===== src/verilog/lsm_pkg.sv =====
// Purpose: Shared constants and types for the loss-of-signal monitor
// Assumes: One channel per instance, registers on a plain strobe port
// Notes:   Offsets are word indices on the register port
package lsm_pkg;

  // ************************************************************
  // Register map
  // ************************************************************
  localparam logic [3:0] LSM_ADDR_STATUS  = 4'h0; // line_alarm_status
  localparam logic [3:0] LSM_ADDR_MONCTL  = 4'h2; // receive_monitor_control
  localparam logic [3:0] LSM_ADDR_OUTCTL  = 4'h3; // receive_output_control
  localparam logic [3:0] LSM_ADDR_IRQ_ST  = 4'h4;
  localparam logic [3:0] LSM_ADDR_IRQ_CLR = 4'h5;
  localparam logic [3:0] LSM_ADDR_IRQ_EN  = 4'h6;
  localparam logic [3:0] LSM_ADDR_RATE    = 4'h7;

  localparam logic [4:0] LSM_MONCTL_RST = 5'h00;
  localparam logic [4:0] LSM_OUTCTL_RST = 5'h00;
  localparam logic [1:0] LSM_RATE_RST   = 2'h0;
  localparam logic [3:0] LSM_IRQ_RST    = 4'h0;

  // Interrupt bit positions
  localparam int LSM_IRQ_LOSS_SET = 0;
  localparam int LSM_IRQ_LOSS_CLR = 1;
  localparam int LSM_IRQ_AMP_SET  = 2;
  localparam int LSM_IRQ_PULSE_SET = 3;

  // ************************************************************
  // Detector timing, in unit intervals
  // ************************************************************
  localparam logic [7:0] LSM_ZERO_LIMIT  = 8'ha0;  // 160 zeros
  localparam logic [4:0] LSM_WIN_LAST    = 5'h1f;  // 32-bit window
  localparam logic [5:0] LSM_WIN_ONES    = 6'h0a;  // 10 ones
  localparam logic [2:0] LSM_WIN_GOOD    = 3'h4;   // 4 windows
  localparam logic [4:0] LSM_AMP_FILT_UI = 5'h10;  // 16 UI filter

  // ************************************************************
  // Amplitude thresholds in mV
  // ************************************************************
  localparam logic [7:0] LSM_DS3_EQ_DECL  = 8'h16; // 22
  localparam logic [7:0] LSM_DS3_NEQ_DECL = 8'h11; // 17
  localparam logic [7:0] LSM_STS_EQ_DECL  = 8'h19; // 25
  localparam logic [7:0] LSM_STS_NEQ_DECL = 8'h14; // 20
  localparam logic [7:0] LSM_DS3_EQ_CLR   = 8'h5a; // 90
  localparam logic [7:0] LSM_DS3_NEQ_CLR  = 8'h46; // 70
  localparam logic [7:0] LSM_STS_EQ_CLR   = 8'h73; // 115
  localparam logic [7:0] LSM_STS_NEQ_CLR  = 8'h5a; // 90

  // ************************************************************
  // Types
  // ************************************************************
  typedef enum logic [1:0] {
    LSM_RATE_DS3 = 2'b00,
    LSM_RATE_STS = 2'b01,
    LSM_RATE_E3  = 2'b10
  } lsm_rate_t;

  typedef struct packed {
    logic       rsvd;
    logic       endec_disable;
    logic       amplitude_detector_disable;
    logic       pulse_detector_disable;
    logic       equalizer_enable;
  } lsm_monctl_t;

  typedef struct packed {
    logic       single_rail;
    logic       mute_on_loss_bit;
    logic       rx_off;
    logic       clk_invert;
    logic       rsvd;
  } lsm_outctl_t;

  typedef struct packed {
    logic       lock_loss_flag;
    logic       signal_loss_flag;
    logic       amplitude_loss_flag;
    logic       pulse_absence_flag;
    logic       drive_monitor_flag;
  } lsm_status_t;

endpackage


===== src/verilog/lsm_pulse_absence.sv =====
// Purpose: Pulse-absence detector on the recovered bit stream
// Assumes: bit_en marks one unit interval of recovered data
// Notes:   Held cleared while disabled
`timescale 1ns/100ps
`default_nettype none
module lsm_pulse_absence
  import lsm_pkg::*;
(
  input  wire logic clk_sys,
  input  wire logic rst,
  input  wire logic bit_en,
  input  wire logic one_bit,
  input  wire logic disable_det,
  output logic      absent
);

  logic [7:0] zero_cnt_reg;
  logic [4:0] win_cnt_reg;
  logic [5:0] ones_reg;
  logic [2:0] good_reg;
  logic [5:0] ones_next;

  assign ones_next = ones_reg + {5'h00, one_bit};

  // ************************************************************
  // Zero run and declare
  // ************************************************************
  always_ff @(posedge clk_sys) begin
    if (rst || disable_det) begin
      zero_cnt_reg <= 8'h00;
      absent       <= 1'b0;
    end else if (bit_en) begin
      if (one_bit || absent) begin
        zero_cnt_reg <= 8'h00;
      end else if (zero_cnt_reg == LSM_ZERO_LIMIT - 8'h01) begin
        zero_cnt_reg <= 8'h00;
        absent       <= 1'b1;
      end else begin
        zero_cnt_reg <= zero_cnt_reg + 8'h01;
      end
      if (absent && win_cnt_reg == LSM_WIN_LAST && ones_next >= LSM_WIN_ONES &&
          good_reg == LSM_WIN_GOOD - 3'h1) begin
        absent <= 1'b0;
      end
    end
  end

  // ************************************************************
  // Density windows while declared
  // ************************************************************
  always_ff @(posedge clk_sys) begin
    if (rst || disable_det || !absent) begin
      win_cnt_reg <= 5'h00;
      ones_reg    <= 6'h00;
      good_reg    <= 3'h0;
    end else if (bit_en) begin
      win_cnt_reg <= win_cnt_reg + 5'h01;
      if (win_cnt_reg == LSM_WIN_LAST) begin
        ones_reg <= 6'h00;
        good_reg <= (ones_next >= LSM_WIN_ONES) ? good_reg + 3'h1 : 3'h0;
      end else begin
        ones_reg <= ones_next;
      end
    end
  end

  // ************************************************************
  // Checks
  // ************************************************************
  zero_run_a: assert property (@(posedge clk_sys) disable iff (rst)
    $rose(absent) |-> $past(zero_cnt_reg) == 8'h9f && $past(bit_en))
    else $error("Pulse absence declared off the zero-run limit");

  window_clear_a: assert property (@(posedge clk_sys) disable iff (rst)
    $fell(absent) && !$past(disable_det) |-> $past(good_reg) == 3'h3)
    else $error("Pulse absence cleared without four good windows");

  pulse_dis_a: assert property (@(posedge clk_sys) disable iff (rst)
    disable_det |=> !absent)
    else $error("Pulse absence declared while disabled");

endmodule
`default_nettype wire


===== src/verilog/lsm_monitor.sv =====
// Purpose: Per-channel loss-of-signal monitor with mute on loss
// Assumes: Recovered rails and comparator results are on clk_sys
// Notes:   bit_en marks each unit interval; pins pass two flops
`timescale 1ns/100ps
`default_nettype none
module lsm_monitor
  import lsm_pkg::*;
(
  input  wire logic       clk_sys,
  input  wire logic       rst,
  // Register port
  input  wire logic [3:0] reg_addr,
  input  wire logic [4:0] reg_wdata,
  input  wire logic       reg_wr,
  input  wire logic       reg_rd,
  output logic [4:0]      reg_rdata,
  // Recovered data
  input  wire logic       bit_en,
  input  wire logic       rail_pos_in,
  input  wire logic       rail_neg_in,
  // Amplitude comparators
  input  wire logic       amp_below_declare,
  input  wire logic       amp_above_clear,
  output logic [7:0]      declare_thr_mv,
  output logic [7:0]      clear_thr_mv,
  // Neighbour status
  input  wire logic       lock_loss_flag,
  input  wire logic       drive_monitor_flag,
  // Pins
  input  wire logic       hw_mode_pin,
  input  wire logic       global_mute_pin,
  // Outputs
  output logic            signal_loss_flag,
  output logic            positive_rail_out,
  output logic            negative_rail_out,
  output logic            irq
);

  // ************************************************************
  // Declarations
  // ************************************************************
  lsm_monctl_t monctl_reg;
  lsm_outctl_t outctl_reg;
  lsm_rate_t   rate_reg;
  lsm_status_t status;
  logic [3:0]  irq_st_reg;
  logic [3:0]  irq_en_reg;
  logic [3:0]  irq_ev;
  logic [1:0]  pin_meta_reg;
  logic [1:0]  pin_sync_reg;
  logic        hw_mode;
  logic        amp_flag_reg;
  logic        amp_flag_d_reg;
  logic        pulse_flag_d_reg;
  logic [4:0]  amp_cnt_reg;
  logic        pulse_flag;
  logic        amp_dis;
  logic        pulse_dis;
  logic        loss_next;
  logic        mute_en;
  logic        mute_now;
  logic        wr_monctl;
  logic        wr_outctl;
  logic        wr_rate;
  logic        wr_irq_clr;
  logic        wr_irq_en;
  logic [4:0]  rdata_next;

  // ************************************************************
  // Pin synchronisers
  // ************************************************************
  always_ff @(posedge clk_sys) begin
    if (rst) begin
      pin_meta_reg <= 2'h0;
      pin_sync_reg <= 2'h0;
    end else begin
      pin_meta_reg <= {hw_mode_pin, global_mute_pin};
      pin_sync_reg <= pin_meta_reg;
    end
  end

  assign hw_mode = pin_sync_reg[1];

  // ************************************************************
  // Register writes
  // ************************************************************
  assign wr_monctl  = reg_wr && reg_addr == LSM_ADDR_MONCTL;
  assign wr_outctl  = reg_wr && reg_addr == LSM_ADDR_OUTCTL;
  assign wr_rate    = reg_wr && reg_addr == LSM_ADDR_RATE;
  assign wr_irq_clr = reg_wr && reg_addr == LSM_ADDR_IRQ_CLR;
  assign wr_irq_en  = reg_wr && reg_addr == LSM_ADDR_IRQ_EN;

  always_ff @(posedge clk_sys) begin
    if (rst) begin
      monctl_reg <= lsm_monctl_t'(LSM_MONCTL_RST);
    end else if (wr_monctl) begin
      monctl_reg <= lsm_monctl_t'(reg_wdata);
    end
  end

  always_ff @(posedge clk_sys) begin
    if (rst) begin
      outctl_reg <= lsm_outctl_t'(LSM_OUTCTL_RST);
    end else if (wr_outctl) begin
      outctl_reg <= lsm_outctl_t'(reg_wdata);
    end
  end

  always_ff @(posedge clk_sys) begin
    if (rst) begin
      rate_reg <= lsm_rate_t'(LSM_RATE_RST);
    end else if (wr_rate) begin
      rate_reg <= lsm_rate_t'(reg_wdata[1:0]);
    end
  end

  // Disable bits only act under host control; E3 rate disables pulse detection in both modes
  assign amp_dis   = !hw_mode && monctl_reg.amplitude_detector_disable;
  assign pulse_dis = (!hw_mode && monctl_reg.pulse_detector_disable) ||
                     rate_reg == LSM_RATE_E3;

  // ************************************************************
  // Amplitude thresholds for the comparator DACs
  // ************************************************************
  always_ff @(posedge clk_sys) begin
    if (rst) begin
      declare_thr_mv <= LSM_DS3_EQ_DECL;
      clear_thr_mv   <= LSM_DS3_EQ_CLR;
    end else begin
      unique case (rate_reg)
        LSM_RATE_DS3: begin
          declare_thr_mv <= monctl_reg.equalizer_enable ? LSM_DS3_EQ_DECL
                                                        : LSM_DS3_NEQ_DECL;
          clear_thr_mv   <= monctl_reg.equalizer_enable ? LSM_DS3_EQ_CLR
                                                        : LSM_DS3_NEQ_CLR;
        end
        LSM_RATE_STS: begin
          declare_thr_mv <= monctl_reg.equalizer_enable ? LSM_STS_EQ_DECL
                                                        : LSM_STS_NEQ_DECL;
          clear_thr_mv   <= monctl_reg.equalizer_enable ? LSM_STS_EQ_CLR
                                                        : LSM_STS_NEQ_CLR;
        end
        default: begin
          // E3 thresholds live in the analog front end
          declare_thr_mv <= 8'h00;
          clear_thr_mv   <= 8'h00;
        end
      endcase
    end
  end

  // ************************************************************
  // Amplitude detector with unit-interval filter
  // ************************************************************
  always_ff @(posedge clk_sys) begin
    if (rst || amp_dis) begin
      amp_flag_reg <= 1'b0;
      amp_cnt_reg  <= 5'h00;
    end else if (bit_en) begin
      if (!amp_flag_reg) begin
        if (!amp_below_declare) begin
          amp_cnt_reg <= 5'h00;
        end else if (amp_cnt_reg == LSM_AMP_FILT_UI - 5'h01) begin
          amp_cnt_reg  <= 5'h00;
          amp_flag_reg <= 1'b1;
        end else begin
          amp_cnt_reg <= amp_cnt_reg + 5'h01;
        end
      end else begin
        if (!amp_above_clear) begin
          amp_cnt_reg <= 5'h00;
        end else if (amp_cnt_reg == LSM_AMP_FILT_UI - 5'h01) begin
          amp_cnt_reg  <= 5'h00;
          amp_flag_reg <= 1'b0;
        end else begin
          amp_cnt_reg <= amp_cnt_reg + 5'h01;
        end
      end
    end
  end

  // ************************************************************
  // Pulse-absence detector
  // ************************************************************
  lsm_pulse_absence u_pulse (
    .clk_sys     (clk_sys),
    .rst         (rst),
    .bit_en      (bit_en),
    .one_bit     (rail_pos_in || rail_neg_in),
    .disable_det (pulse_dis),
    .absent      (pulse_flag)
  );

  // ************************************************************
  // Combined loss
  // ************************************************************
  assign loss_next = amp_flag_reg || pulse_flag;

  always_ff @(posedge clk_sys) begin
    if (rst) begin
      signal_loss_flag <= 1'b0;
    end else begin
      signal_loss_flag <= loss_next;
    end
  end

  // ************************************************************
  // Mute and rail outputs
  // ************************************************************
  assign mute_en  = hw_mode ? pin_sync_reg[0] : outctl_reg.mute_on_loss_bit;
  assign mute_now = mute_en && signal_loss_flag;

  always_ff @(posedge clk_sys) begin
    if (rst) begin
      positive_rail_out <= 1'b0;
      negative_rail_out <= 1'b0;
    end else if (mute_now) begin
      positive_rail_out <= 1'b0;
      negative_rail_out <= 1'b0;
    end else if (bit_en) begin
      positive_rail_out <= rail_pos_in;
      negative_rail_out <= rail_neg_in;
    end
  end

  // ************************************************************
  // Status and interrupts
  // ************************************************************
  assign status.lock_loss_flag      = lock_loss_flag;
  assign status.signal_loss_flag    = signal_loss_flag;
  assign status.amplitude_loss_flag = amp_flag_reg;
  assign status.pulse_absence_flag  = pulse_flag;
  assign status.drive_monitor_flag  = drive_monitor_flag;

  assign irq_ev[LSM_IRQ_LOSS_SET]  = loss_next && !signal_loss_flag;
  assign irq_ev[LSM_IRQ_LOSS_CLR]  = !loss_next && signal_loss_flag;
  assign irq_ev[LSM_IRQ_AMP_SET]   = amp_flag_reg && !amp_flag_d_reg;
  assign irq_ev[LSM_IRQ_PULSE_SET] = pulse_flag && !pulse_flag_d_reg;

  // Previous flag values for rise detection
  always_ff @(posedge clk_sys) begin
    if (rst) begin
      amp_flag_d_reg   <= 1'b0;
      pulse_flag_d_reg <= 1'b0;
    end else begin
      amp_flag_d_reg   <= amp_flag_reg;
      pulse_flag_d_reg <= pulse_flag;
    end
  end

  // Set wins over a clear in the same cycle
  always_ff @(posedge clk_sys) begin
    if (rst) begin
      irq_st_reg <= LSM_IRQ_RST;
    end else begin
      irq_st_reg <= (irq_st_reg & ~(wr_irq_clr ? reg_wdata[3:0] : 4'h0)) | irq_ev;
    end
  end

  always_ff @(posedge clk_sys) begin
    if (rst) begin
      irq_en_reg <= LSM_IRQ_RST;
    end else if (wr_irq_en) begin
      irq_en_reg <= reg_wdata[3:0];
    end
  end

  assign irq = |(irq_st_reg & irq_en_reg);

  // ************************************************************
  // Register reads
  // ************************************************************
  always_comb begin
    rdata_next = 5'h00;
    if (reg_rd) begin
      unique case (reg_addr)
        LSM_ADDR_STATUS: rdata_next = status;
        LSM_ADDR_MONCTL: rdata_next = monctl_reg;
        LSM_ADDR_OUTCTL: rdata_next = outctl_reg;
        LSM_ADDR_IRQ_ST: rdata_next = {1'b0, irq_st_reg};
        LSM_ADDR_IRQ_EN: rdata_next = {1'b0, irq_en_reg};
        LSM_ADDR_RATE:   rdata_next = {3'h0, rate_reg};
        default:         rdata_next = 5'h00;
      endcase
    end
  end

  always_ff @(posedge clk_sys) begin
    if (rst) begin
      reg_rdata <= 5'h00;
    end else begin
      reg_rdata <= rdata_next;
    end
  end

  // ************************************************************
  // Checks
  // ************************************************************
  loss_or_a: assert property (@(posedge clk_sys) disable iff (rst)
    (amp_flag_reg || pulse_flag) |=> signal_loss_flag)
    else $error("Loss not raised by a detector state");

  loss_drop_a: assert property (@(posedge clk_sys) disable iff (rst)
    !amp_flag_reg && !pulse_flag |=> !signal_loss_flag)
    else $error("Loss held without a detector state");

  amp_declare_a: assert property (@(posedge clk_sys) disable iff (rst)
    $rose(amp_flag_reg) |-> $past(amp_cnt_reg) == 5'h0f && $past(amp_below_declare))
    else $error("Amplitude loss declared without full filter");

  amp_clear_a: assert property (@(posedge clk_sys) disable iff (rst)
    $fell(amp_flag_reg) && !$past(amp_dis) |-> $past(amp_cnt_reg) == 5'h0f &&
    $past(amp_above_clear))
    else $error("Amplitude loss cleared without full filter");

  amp_dis_a: assert property (@(posedge clk_sys) disable iff (rst)
    amp_dis |=> !amp_flag_reg)
    else $error("Amplitude loss set while disabled");

  both_dis_a: assert property (@(posedge clk_sys) disable iff (rst)
    amp_dis && pulse_dis ##1 amp_dis && pulse_dis |=> !signal_loss_flag)
    else $error("Loss declared with both detectors disabled");

  mute_zero_a: assert property (@(posedge clk_sys) disable iff (rst)
    mute_now |=> !positive_rail_out && !negative_rail_out)
    else $error("Rails not muted during loss");

  resume_a: assert property (@(posedge clk_sys) disable iff (rst)
    bit_en && !mute_now |=> positive_rail_out == $past(rail_pos_in) &&
    negative_rail_out == $past(rail_neg_in))
    else $error("Rails not passing recovered data");

  status_read_a: assert property (@(posedge clk_sys) disable iff (rst)
    reg_rd && reg_addr == LSM_ADDR_STATUS |=> reg_rdata[2] == $past(amp_flag_reg) &&
    reg_rdata[1] == $past(pulse_flag) && reg_rdata[3] == $past(signal_loss_flag))
    else $error("Status read does not match detector state");

endmodule
`default_nettype wire


===== config.mk =====
export PLATFORM = sky130hd
export DESIGN_NAME = lsm_monitor
export DESIGN_NICKNAME = d
export VERILOG_FILES = /design/src/verilog/lsm_pkg.sv /design/src/verilog/lsm_pulse_absence.sv /design/src/verilog/lsm_monitor.sv
export SDC_FILE = /design/constraint.sdc
export NUM_CORES = 1
export LEC_CHECK = 0
export BUFFER_PORTS_ARGS = -buffer_cell sky130_fd_sc_hd__buf_4
export CAP_MARGIN = 20
export CORE_AREA = 2 2 78 99
export DETAILED_ROUTE_END_ITERATION = 8
export DIE_AREA = 0 0 80 101
export HOLD_SLACK_MARGIN = 0.03
export PLACE_DENSITY = 0.68
export SYNTH_ARGS = -nofsm -noshare
export SYNTH_HDL_FRONTEND = slang
export SYNTH_SLANG_ARGS = --single-unit

===== constraint.sdc =====
create_clock -name clk_sys -period 1.8 [get_ports clk_sys]
set_clock_uncertainty 0.05 [all_clocks]
set_input_delay 0.27 -clock clk_sys [delete_from_list [all_inputs] [get_ports clk_sys]]
set_output_delay 0.27 -clock clk_sys [all_outputs]
set_load 0.05 [all_outputs]

# --- Word-level counts from Yosys, hierarchy flattened ---
# Index checks and enable logic that the tools add are counted.
classes:
  addsub: 5
  n_lt_le_gt_ge: 1
  eq_ne: 13
  n_mux: 25
  n_bitwise: 5
  reduce_logical: 36
ops:
  columns: ["cell", "count"]
  rows:
  - ["case mux 5 bit (6 select lines)", 1]
  - ["2-to-1 mux 5 bit", 5]
  - ["equality test 4 x 3 -> 1 bit (second input constant)", 4]
  - ["2-to-1 mux 8 bit", 2]
  - ["logical AND 1 bit", 15]
  - ["case mux 7 bit (2 select lines)", 1]
  - ["2-to-1 mux 6 bit", 2]
  - ["adder 5 x 1 -> 5 bit (second input constant)", 2]
  - ["case mux 5 bit (2 select lines)", 1]
  - ["2-to-1 mux 1 bit", 9]
  - ["adder 8 x 1 -> 8 bit (second input constant)", 1]
  - ["AND 4 bit", 2]
  - ["equality test 4 x 2 -> 1 bit (second input constant)", 2]
  - ["equality test 8 bit (second input constant)", 1]
  - ["2-to-1 mux 4 bit", 2]
  - ["logical OR 1 bit", 7]
  - ["adder 6 x 1 -> 6 bit", 1]
  - [">= comparator 6 x 4 -> 1 bit (second input constant)", 1]
  - ["logical NOT 1 bit", 6]
  - ["2-to-1 mux 3 bit", 2]
  - ["equality test 5 x 4 -> 1 bit (second input constant)", 1]
  - ["equality test 5 bit (second input constant)", 1]
  - ["logical NOT 4 bit", 1]
  - ["inverter 4 bit", 1]
  - ["other kinds (13)", 14]
word_totals:
  regBits: 79
  output_inout_bits: 25
  elab_cells: 115

# --- Depth between registers and ports, before layout ---
# Gate-level depths: netlist (run 1).
depth:
  word_depth: 7
  depth_mapped: 7
  depth_no_buf: 7

# --- Cells and area by module ---
# A second synthesis (run 1) with hierarchy kept.
unflattened:
  cells_unflattened: 375
  hier_area_um2: 3311.9
modules_own_cells:
  columns: ["mod", "n_inst", "cells_each", "area_per_inst_um2"]
  rows:
  - ["lsm_monitor", 1, 240, 2135.8]
  - ["lsm_pulse_absence", 1, 135, 1176.1]

# --- Least setup slack after synthesis (run 1) ---
# OpenSTA, ideal clock, no wires.
synth_path:
  path_type: "input to register"
  start: "input port rail_neg_in"
  end: "register u_pulse.absent"
  arrival_time_ns: 1.715
  setup_slack_ns: -0.084
  stages: 7
  cell_sequence: "or2_2 ha_1 ha_1 and3_1 a41oi_1 a21oi_1 o221a_2"
synth_via:
  elab_chain_len: 7
synth_rtl:
  columns: ["element", "line", "text"]
  rows:
  - ["start, declared", "lsm_monitor.sv:20", "input wire logic rail_neg_in,"]
  - ["logical OR 1 bit (*)", "lsm_monitor.sv:189", ".one_bit (rail_pos_in || rail_neg_in),"]
  - ["adder 6 x 1 -> 6 bit", "lsm_pulse_absence.sv:23", "assign ones_next = ones_reg + {5'h00, one_bit};"]
  - [">= comparator 6 x 4 -> 1 bit", "lsm_pulse_absence.sv:41", "if (absent && win_cnt_reg == LSM_WIN_LAST && ones_next >= LSM_WIN_ONES &&"]
  - ["logical AND 1 bit (2 in a row)", "lsm_pulse_absence.sv:41", null]
  - ["!= test 2 bit (no line) / nonzero test 2 bit (equally long branches)", null, null]
  - ["AND reduction 3 bit (no line)", null, null]
  - ["end signal, assigned", "lsm_pulse_absence.sv:31", "absent <= 1'b0;"]
  - ["end signal, assigned", "lsm_pulse_absence.sv:37", "absent <= 1'b1;"]
  - ["end signal, assigned", "lsm_pulse_absence.sv:43", "absent <= 1'b0;"]
  - ["end, declared", "lsm_pulse_absence.sv:14", "output logic absent"]
# Mark *: on every way between the ends. The rest lies on a longest branch, timed or not.
# A chain may end at the register's enable or synchronous reset.

# --- Worst setup path in the final report (run 1) ---
layout_path:
  start: "register u_pulse.win_cnt_reg[0]"
  end: "register u_pulse.absent"
layout_via:
  elab_chain_len: 6
layout_rtl:
  columns: ["element", "line", "text"]
  rows:
  - ["start, declared", "lsm_pulse_absence.sv:18", "logic [4:0] win_cnt_reg;"]
  - ["start signal, assigned", "lsm_pulse_absence.sv:57", "win_cnt_reg <= win_cnt_reg + 5'h01;"]
  - ["equality test 5 bit (*)", "lsm_pulse_absence.sv:41", null]
  - ["logical AND 1 bit (*) (3 in a row)", "lsm_pulse_absence.sv:41", null]
  - ["!= test 2 bit (no line) / nonzero test 2 bit (equally long branches)", null, null]
  - ["AND reduction 3 bit (no line)", null, null]
# Marks and branches as above.

==> results.yml, run 1 <==
worst_setup_path:
  arrival_ns: 1.88
  cp-end-kind: "register"
  crit_type: "reg -> reg"
  cp_max_fo: 3
  worstPathRequired_ns: 1.99
  critPathLaunchType: "register"
die:
  die_w_um: 80
  start_util: 0.4486
  core-area_um2: 7182
  dieArea_um2: 8080
  rows: 35
  pin_count: 47
  die_h_um: 101
pwr:
  cellLeakagePower_nw: 1.589
  internal-power_mw: 2.360
  total_power_mw: 3.161
  switching_share: 0.2535
  p_seq_frac: 0.501
  p_per_area_nw_per_um2: 816.0
  peakVddDrop_mv: 0.5001
  clock_power_share: 0.413
  combPwrFrac: 0.086
  power.switching_mw: 0.8013
placement:
  dp_hpwl_um: 4999
  portBuffers: 42
  placedCellCount: 478
  placed_area_um2: 3665
  place.gp.congestion: 0.8569
synthesis:
  synth_edf_count: 0
  synth-seq-cells: 70
  synth_cells: 351
  syn_area_per_cell_um2: 9.179
  synth-async-reset-ratio: 0
  synthDistinctLibCells: 54
  ys.flop_type: "dfxtp_1"
  synth_warnings: 0
  synth-seq-area-share: 0.4350
  syn_area_um2: 3222
final_layout:
  final_cells: 494
  largest_register_ffs: 8
  antennaDiodeCount: 0
  final_nets: 427
  syn2layout_area_growth_pct: 20.23
  fin_area_um2: 3874
  multi_input_area_um2: 1663
  nFillCells: 662
  drive_gt1_frac: 0.2388
  layout.area.seq_um2: 1403
clock_tree:
  clk_pin_slew_worst_paths_ns: 0.08
  clockBufferDepth: 2
  clkLatencyLatePin_ns: 0.35
  numCtsBuffers: 9
  cts-root-buf: "clkbuf_8"
  numClockSinks: 70
  cts_max_level: 3
  cts_tree: "built"
  hold_buffers: 0
grt:
  grt_overflow_total: 0
  antenna_found_initial: 0
  grt_max_degree: 30
  grtUsageTotal: 0.1853
  grt_pass1_vias: 2495
  grt_pass1_wl_um: 11620
sta:
  hold_viol_final: 0
  rsz0062_at_grt: "no"
  finalSetupViolations: 0
  period_share: 0.9370
  maxSlewViolCount: 0
  fmax_mhz: 592.9
  finalCriticalPeriod_ns: 1.687
detailed_routing:
  dr.pass1.iters: 4
  drt-vias-per-instance: 5.227
  finalWirelength_um: 6829
  drt-initial-drc-count: 63
  drc: 0
  antenna_left: 0
  wire_per_inst_um: 13.82
  via_count: 2582
worst_hold_path:
  hold_path_class: "in -> reg"
run_status:
  status: "finished clean"
job:
  max_cap_violations: 0
-- layer usage --
| metal | vias to the layer above | wire, µm | global-route usage |
|---|---|---|---|
| met5 | - | 0 | 0 |
| met4 | 0 | 130 | 0.08214 |
| met3 | 12 | 228 | 0.04211 |
| met2 | 50 | 3624 | 0.3346 |
| met1 | 1215 | 2845 | 0.2042 |
| li1 | 1305 | - | - |
-- worst paths after layout --
kind,from,endpoint,slack (ns),cells after the start
max,u_pulse.win_cnt_reg[0],u_pulse.absent,0.11,6
min,hw_mode_pin,pin_meta_reg[1],0.08,2
max reg2reg,u_pulse.win_cnt_reg[0],u_pulse.absent,0.11,6
min reg2reg,pin_meta_reg[0],pin_sync_reg[0],0.40,1
-- kinds of logic after synthesis --
group	share of synthesized area
adder cells (fa/ha/maj)	0.03107
AND/OR/NAND/NOR	0.2159
multiplexers	0.1060
XOR/XNOR	0.02718
other	0.001164
AO/OA/AOI/OAI	0.1262
buffers and inverters	0.05747
flip-flops	0.4350
-- synth_stat cells (2+ instances only) --
library cell	number	share of area
a21boi_0	2	0.0047
a21o_1	3	0.0070
a21oi_1	17	0.026
a22oi_1	5	0.012
a31oi_1	2	0.0039
and3_1	4	0.0078
and3b_1	2	0.0054
and4b_1	2	0.0062
buf_2	10	0.016
buf_4	9	0.021
clkbuf_1	5	0.0058
dfxtp_1	70	0.43
ha_1	8	0.031
inv_1	12	0.014
mux2_2	3	0.010
mux2i_1	24	0.075
mux4_2	3	0.021
nand2_1	20	0.023
nand2b_1	5	0.0097
nand3_1	7	0.011
nand3b_1	2	0.0047
nand4_1	5	0.0097
nor2_1	49	0.057
nor2b_1	13	0.025
nor3_1	8	0.012
nor3b_1	2	0.0047
nor4_1	2	0.0039
o21a_1	3	0.0070
o21ai_0	14	0.022
o22ai_1	3	0.0058
or2_2	4	0.0078
or3_1	3	0.0058
xnor2_1	4	0.011
xor2_1	6	0.016
-- cells in the final DEF, fill, tap and decap left out, types with 3 or more instances in the layout --
cell,count
nand3_1,7
a22oi_1,5
or2_2,4
conb_1,4
buf_4,56
a21oi_1,16
inv_1,12
xor2_1,6
mux2_2,3
clkbuf_8,10
o21a_1,3
clkinvlp_4,3
or3_1,3
nor2b_1,13
and3_1,4
o21ai_0,14
nand4_1,5
o22ai_1,3
nor2_1,49
nor3_1,8
ha_1,6
dfxtp_1,69
a21o_1,3
nand2b_1,5
mux2i_1,24
nand2_1,20
mux4_2,3
xnor2_1,4
-- stage by stage --
stage | hold slack, ns | utilization | setup WS, ns | setup TNS (ns)
final | 0.07506 | 0.5394 | 0.1134 | 0
after global routing | 0.08946 | 0.5394 | 0.02356 | 0
after floorplan | 0.3482 | - | 0.006288 | 0
after detailed placement | 0.3874 | 0.5103 | -0.1755 | -0.6407
after global placement | 0.3756 | 0.5103 | -0.1557 | -0.4617
after CTS | 0.06342 | 0.5392 | 0.07390 | 0
-- timing repair --
action                     CTS  global route
setup buffers                0             0
setup endpoints to repair    0             2
resized for setup            0             1
-- critical path, stage by stage, from the launching register on --
cell	delay [ns]
dfxtp_1	0.34
ha_1	0.16
and3_1	0.16
ha_1	0.18
nand2_1	0.09
or3b_1	0.36
o221a_2	0.24
-- power by group through the flow --
stage	Sequential, mW	Clock [mW]	Combinational [mW]
2_1_floorplan	1.65	0	0.146
3_3_place_gp	1.62	0	0.270
6_report	1.58	1.31	0.271
5_1_grt	1.59	1.41	0.293
4_1_cts	1.58	1.34	0.273
3_5_place_dp	1.62	0	0.272
-- layout make-up --
| class | count | share of cell area |
|---|---|---|
| flip-flops and latches | 70 | 0.3621 |
| multi-input cells | 247 | 0.4293 |
| repair buffers | 57 | 0.1137 |
| well taps | 92 | 0.02972 |
| inverters | 12 | 0.01163 |
| clock buffers | 10 | 0.03553 |
| clock inverters | 6 | 0.01809 |
Note: power is estimated with default switching activity, not from simulation.
==> run 2: changes to the inputs <==
--- a/config.mk
+++ b/config.mk
@@ -7,11 +7,11 @@
 export LEC_CHECK = 0
 export BUFFER_PORTS_ARGS = -buffer_cell sky130_fd_sc_hd__buf_4
 export CAP_MARGIN = 20
-export CORE_AREA = 2 2 78 99
+export CORE_AREA = 2 2 75 94
 export DETAILED_ROUTE_END_ITERATION = 8
-export DIE_AREA = 0 0 80 101
+export DIE_AREA = 0 0 77 96
 export HOLD_SLACK_MARGIN = 0.03
-export PLACE_DENSITY = 0.68
+export PLACE_DENSITY = 0.74
 export SYNTH_ARGS = -nofsm -noshare
 export SYNTH_HDL_FRONTEND = slang
 export SYNTH_SLANG_ARGS = --single-unit
==> results.yml, run 2 (synthesized netlist as in run 1, its figures left out) <==
run_status:
  status: "finished clean"
clock_tree:
  cts_tree: "built"
  hold_buffers: 0
  cts-root-buf: "clkbuf_8"
  clockBufferDepth: 2
  clk_pin_slew_worst_paths_ns: 0.07
  numClockSinks: 70
  numCtsBuffers: 9
  cts_max_level: 3
  clkLatencyLatePin_ns: 0.34
final_layout:
  syn2layout_area_growth_pct: 21.51
  largest_register_ffs: 8
  nFillCells: 592
  drive_gt1_frac: 0.2500
  layout_common_cells: "69 x dfxtp_1, 60 x buf_4, 49 x nor2_1"
  utilization: 0.6001
  layout.area.seq_um2: 1403
  antennaDiodeCount: 0
  multi_input_area_um2: 1673
  layout_commonest_cell: "dfxtp_1"
  final_nets: 430
worst_setup_path:
  arrival_ns: 1.89
  max_stage_delay_ns: 0.36
  cp_common_cell: "ha_2"
  critPathLaunchType: "register"
  crit_type: "reg -> reg"
  cp_max_fo: 3
  crit_chain: "ha_2 > and3_4 > ha_2 > nand2_1 > or3b_1 > o221a_2"
  worstPathRequired_ns: 1.98
  cp-end-kind: "register"
  crit_slowest_cell: "or3b_1"
sta:
  rsz0062_at_grt: "no"
  maxSlewViolCount: 0
  worst_slack_ns: 0.09375
  hold_viol_final: 0
  hold_ws_ns: 0.08884
  finalSetupViolations: 0
  fmax_mhz: 586.1
  period_share: 0.9479
  finalCriticalPeriod_ns: 1.706
  fin_tns_setup_ns: 0
detailed_routing:
  drc: 0
  wl_met2_um: 3559
  antenna_left: 0
  wire_per_inst_um: 13.81
  finalWirelength_um: 6780
  drt-vias-per-instance: 5.397
  highest_layer: "met4"
  drt-initial-drc-count: 177
  wirelength_met1_um: 2761
  dr.pass1.iters: 4
  via_count: 2650
  dr_wl_met3_um: 252
placement:
  pre_cts_ws_ns: -0.1778
  dp_hpwl_um: 4930
  portBuffers: 42
  place.gp.congestion: 0.8137
die:
  pin_count: 47
  start_util: 0.4939
  rows: 33
  die_w_um: 77
  dieArea_um2: 7392
  die_h_um: 96
  core-area_um2: 6524
pwr:
  cellLeakagePower_nw: 1.612
  p_per_area_nw_per_um2: 856.5
  peakVddDrop_mv: 0.4865
  total_power_mw: 3.353
grt:
  grtUsageTotal: 0.1996
  grt_pass1_wl_um: 11540
  grt_pass1_vias: 2613
  antenna_found_initial: 0
  grt_max_degree: 25
  grt_overflow_total: 0
worst_hold_path:
  hold_path_class: "in -> reg"
job:
  max_cap_violations: 0
## run 2: per-layer routing
metal | up-vias | track usage
li1 | 1309 | -
met1 | 1256 | 0.2002
met2 | 69 | 0.3845
met3 | 16 | 0.04221
met4 | 0 | 0.1131
met5 | - | 0
## run 2: worst max-delay path: cells and delay by family (launching register included)
kind	cells	cell delay (ns)
adder cells (fa/ha/maj)	2	0.35
AO/OA/AOI/OAI	1	0.24
AND/OR/NAND/NOR	3	0.61
flip-flops	1	0.34
## run 2: stage by stage
step	instances	cell area (µm²)
2_1_floorplan	354	3249
3_3_place_gp	475	3661
3_5_place_dp	475	3661
4_1_cts	490	3896
5_1_grt	491	3915
6_report	491	3915
## run 2: where the power goes
part / leakage (nW) / internal, mW / switching [mW] / total [mW]
clock: 0.115 / 0.912 / 0.587 / 1.50
sequential: 0.568 / 1.57 / 0.0127 / 1.58
combinational: 0.928 / 0.105 / 0.166 / 0.271
total: 1.61 / 2.59 / 0.766 / 3.35
## run 2: worst paths after layout
check | startpoint | to | slack [ns] | cells after the start
worst max-delay path | u_pulse.win_cnt_reg[1] | u_pulse.absent | 0.09 | 6
worst min-delay path | hw_mode_pin | pin_meta_reg[1] | 0.09 | 2
worst max register to register | u_pulse.win_cnt_reg[1] | u_pulse.absent | 0.09 | 6
worst min register to register | pin_meta_reg[1] | pin_sync_reg[1] | 0.39 | 1
## run 2: timing repair
action,in CTS,in global routing
setup endpoints to repair,0,2
setup buffers,0,1
gates resized for setup,0,4
endpoints found under the hold margin,0,0
## run 2: final cells by class
type / instances / share of cell area
flip-flops and latches: 70 / 0.3583
well taps: 87 / 0.02780
repair buffers: 60 / 0.1151
multi-input cells: 247 / 0.4273
clock buffers: 9 / 0.03164
inverters: 12 / 0.01151
clock inverters: 6 / 0.02844
==> run 3: changes to the inputs <==
--- a/config.mk
+++ b/config.mk
@@ -7,11 +7,13 @@
 export LEC_CHECK = 0
 export BUFFER_PORTS_ARGS = -buffer_cell sky130_fd_sc_hd__buf_4
 export CAP_MARGIN = 20
-export CORE_AREA = 2 2 75 94
+export CELL_PAD_IN_SITES_DETAIL_PLACEMENT = 0
+export CELL_PAD_IN_SITES_GLOBAL_PLACEMENT = 2
+export CORE_AREA = 2 2 95 119
 export DETAILED_ROUTE_END_ITERATION = 8
-export DIE_AREA = 0 0 77 96
+export DIE_AREA = 0 0 97 121
 export HOLD_SLACK_MARGIN = 0.03
-export PLACE_DENSITY = 0.74
+export PLACE_DENSITY = 0.73
 export SYNTH_ARGS = -nofsm -noshare
 export SYNTH_HDL_FRONTEND = slang
 export SYNTH_SLANG_ARGS = --single-unit
==> results.yml, run 3 (synthesized netlist as in run 1, its figures left out) <==
grt:
  antenna_found_initial: 0
  grtUsageTotal: 0.1327
  grt_pass1_wl_um: 12380
  grt_pass1_vias: 2566
  grt_overflow_total: 0
  grt_max_degree: 26
die:
  core-area_um2: 10560
  rows: 42
  pin_count: 47
  die_w_um: 97
  start_util: 0.3050
  die_h_um: 121
  dieArea_um2: 11740
worst_setup_path:
  crit_type: "reg -> reg"
  crit_slowest_cell: "or3b_1"
  worst-path-stages: 6
  max_stage_delay_ns: 0.35
  cp-end-kind: "register"
  reg2reg_depth: 6
  crit_chain: "ha_2 > and3_1 > ha_2 > nand2_1 > or3b_1 > o221a_2"
  r2r-end: "u_pulse.absent"
  r2r_slack_ns: 0.10
  path_delay_family: "simple AND/OR/NAND/NOR gates"
  arrival_ns: 1.87
  path_buf_inv: 0
  worstPathRequired_ns: 1.97
  r2r-start: "u_pulse.win_cnt_reg[1]"
  cp_max_fo: 3
  critPathLaunchType: "register"
  cp_common_cell: "ha_2"
worst_hold_path:
  hold_path_class: "in -> reg"
  holdPathEnd: "pin_meta_reg[0]"
  hp-start: "global_mute_pin"
  hold_path_depth: 2
job:
  max_cap_violations: 0
sta:
  period_share: 0.9437
  rsz0062_at_grt: "no"
  finalCriticalPeriod_ns: 1.699
  hold_viol_final: 0
  worst_slack_ns: 0.1014
  fin_tns_setup_ns: 0
  maxSlewViolCount: 0
  fmax_mhz: 588.7
  finalSetupViolations: 0
detailed_routing:
  drt-initial-drc-count: 45
  drt-vias-per-instance: 4.745
  via_count: 2548
  antenna_left: 0
  drc: 0
  wire_per_inst_um: 13.43
  dr.pass1.iters: 4
  finalWirelength_um: 7213
placement:
  place.gp.congestion: 0.7714
  portBuffers: 42
  placed_area_um2: 3725
  pre_cts_ws_ns: -0.1722
  dp_hpwl_um: 5331
  placedCellCount: 521
run_status:
  status: "finished clean"
pwr:
  p_per_area_nw_per_um2: 901.0
  peakVddDrop_mv: 0.4302
  cellLeakagePower_nw: 1.646
clock_tree:
  hold_buffers: 0
  clkLatencyLatePin_ns: 0.33
  numCtsBuffers: 9
  clk_pin_slew_worst_paths_ns: 0.06
  numClockSinks: 70
  cts_tree: "built"
  cts_max_level: 3
  clockBufferDepth: 2
  cts-root-buf: "clkbuf_16"
  post-cts-setup-buffer-count: 0
final_layout:
  final_cells: 537
  largest_register_ffs: 8
  utilization: 0.3832
  antennaDiodeCount: 0
  syn2layout_area_growth_pct: 25.63
  layout_commonest_cell: "dfxtp_1"
  layout_common_cells: "68 x dfxtp_1, 60 x buf_4, 49 x nor2_1"
  final_nets: 430
  drive_gt1_frac: 0.2519
  fin_area_um2: 4048
[run 3: how the worst max path moves through the flow]
stage	to	startpoint	slack, ns
2_1_floorplan	u_pulse.absent	rail_neg_in	0.006
3_3_place_gp	u_pulse.absent	rail_neg_in	-0.15
3_5_place_dp	u_pulse.absent	rail_neg_in	-0.17
4_1_cts	u_pulse.ones_reg[5]	u_pulse.win_cnt_reg[1]	0.03
5_1_grt	u_pulse.absent	u_pulse.win_cnt_reg[1]	0.005
6_report	u_pulse.absent	u_pulse.win_cnt_reg[1]	0.10
[run 3: metrics by stage]
| step | total power, mW | hold WS, ns |
|---|---|---|
| after floorplan | 1.799 | 0.3482 |
| after global placement | 1.894 | 0.3755 |
| after detailed placement | 1.895 | 0.3777 |
| after CTS | 3.709 | 0.09926 |
| after global routing | 3.786 | 0.1213 |
| final | 3.647 | 0.1060 |
[run 3: cell type report]
cell class	instances	area (µm²)
fill	1071	6515
tap	132	165.2
clock inverter	3	42.54
inverter	12	45.04
timing repair buffer	60	450.4
clock buffer	13	260.3
multi-input combinational	247	1680
sequential	70	1404
[run 3: routing by layer]
layer / wire length (µm) / global-route usage / up-vias / part of all wire
li1: - / - / 1310 / -
met1: 3238 / 0.1542 / 1174 / 0.45
met2: 3500 / 0.2266 / 51 / 0.49
met3: 276 / 0.02535 / 13 / 0.038
met4: 196 / 0.07923 / 0 / 0.027
met5: 0 / 0 / - / 0
[run 3: what timing repair did]
| item | CTS | global route |
|---|---|---|
| setup endpoints to repair | 0 | 5 |
| hold endpoints to repair | 0 | 0 |
| gates resized for setup | 0 | 7 |
[run 3: power by group]
group	internal, mW	switching [mW]	total, mW
Sequential	1.57	0.0130	1.59
Combinational	0.106	0.167	0.273
Clock	1.15	0.642	1.79
Total	2.83	0.821	3.65
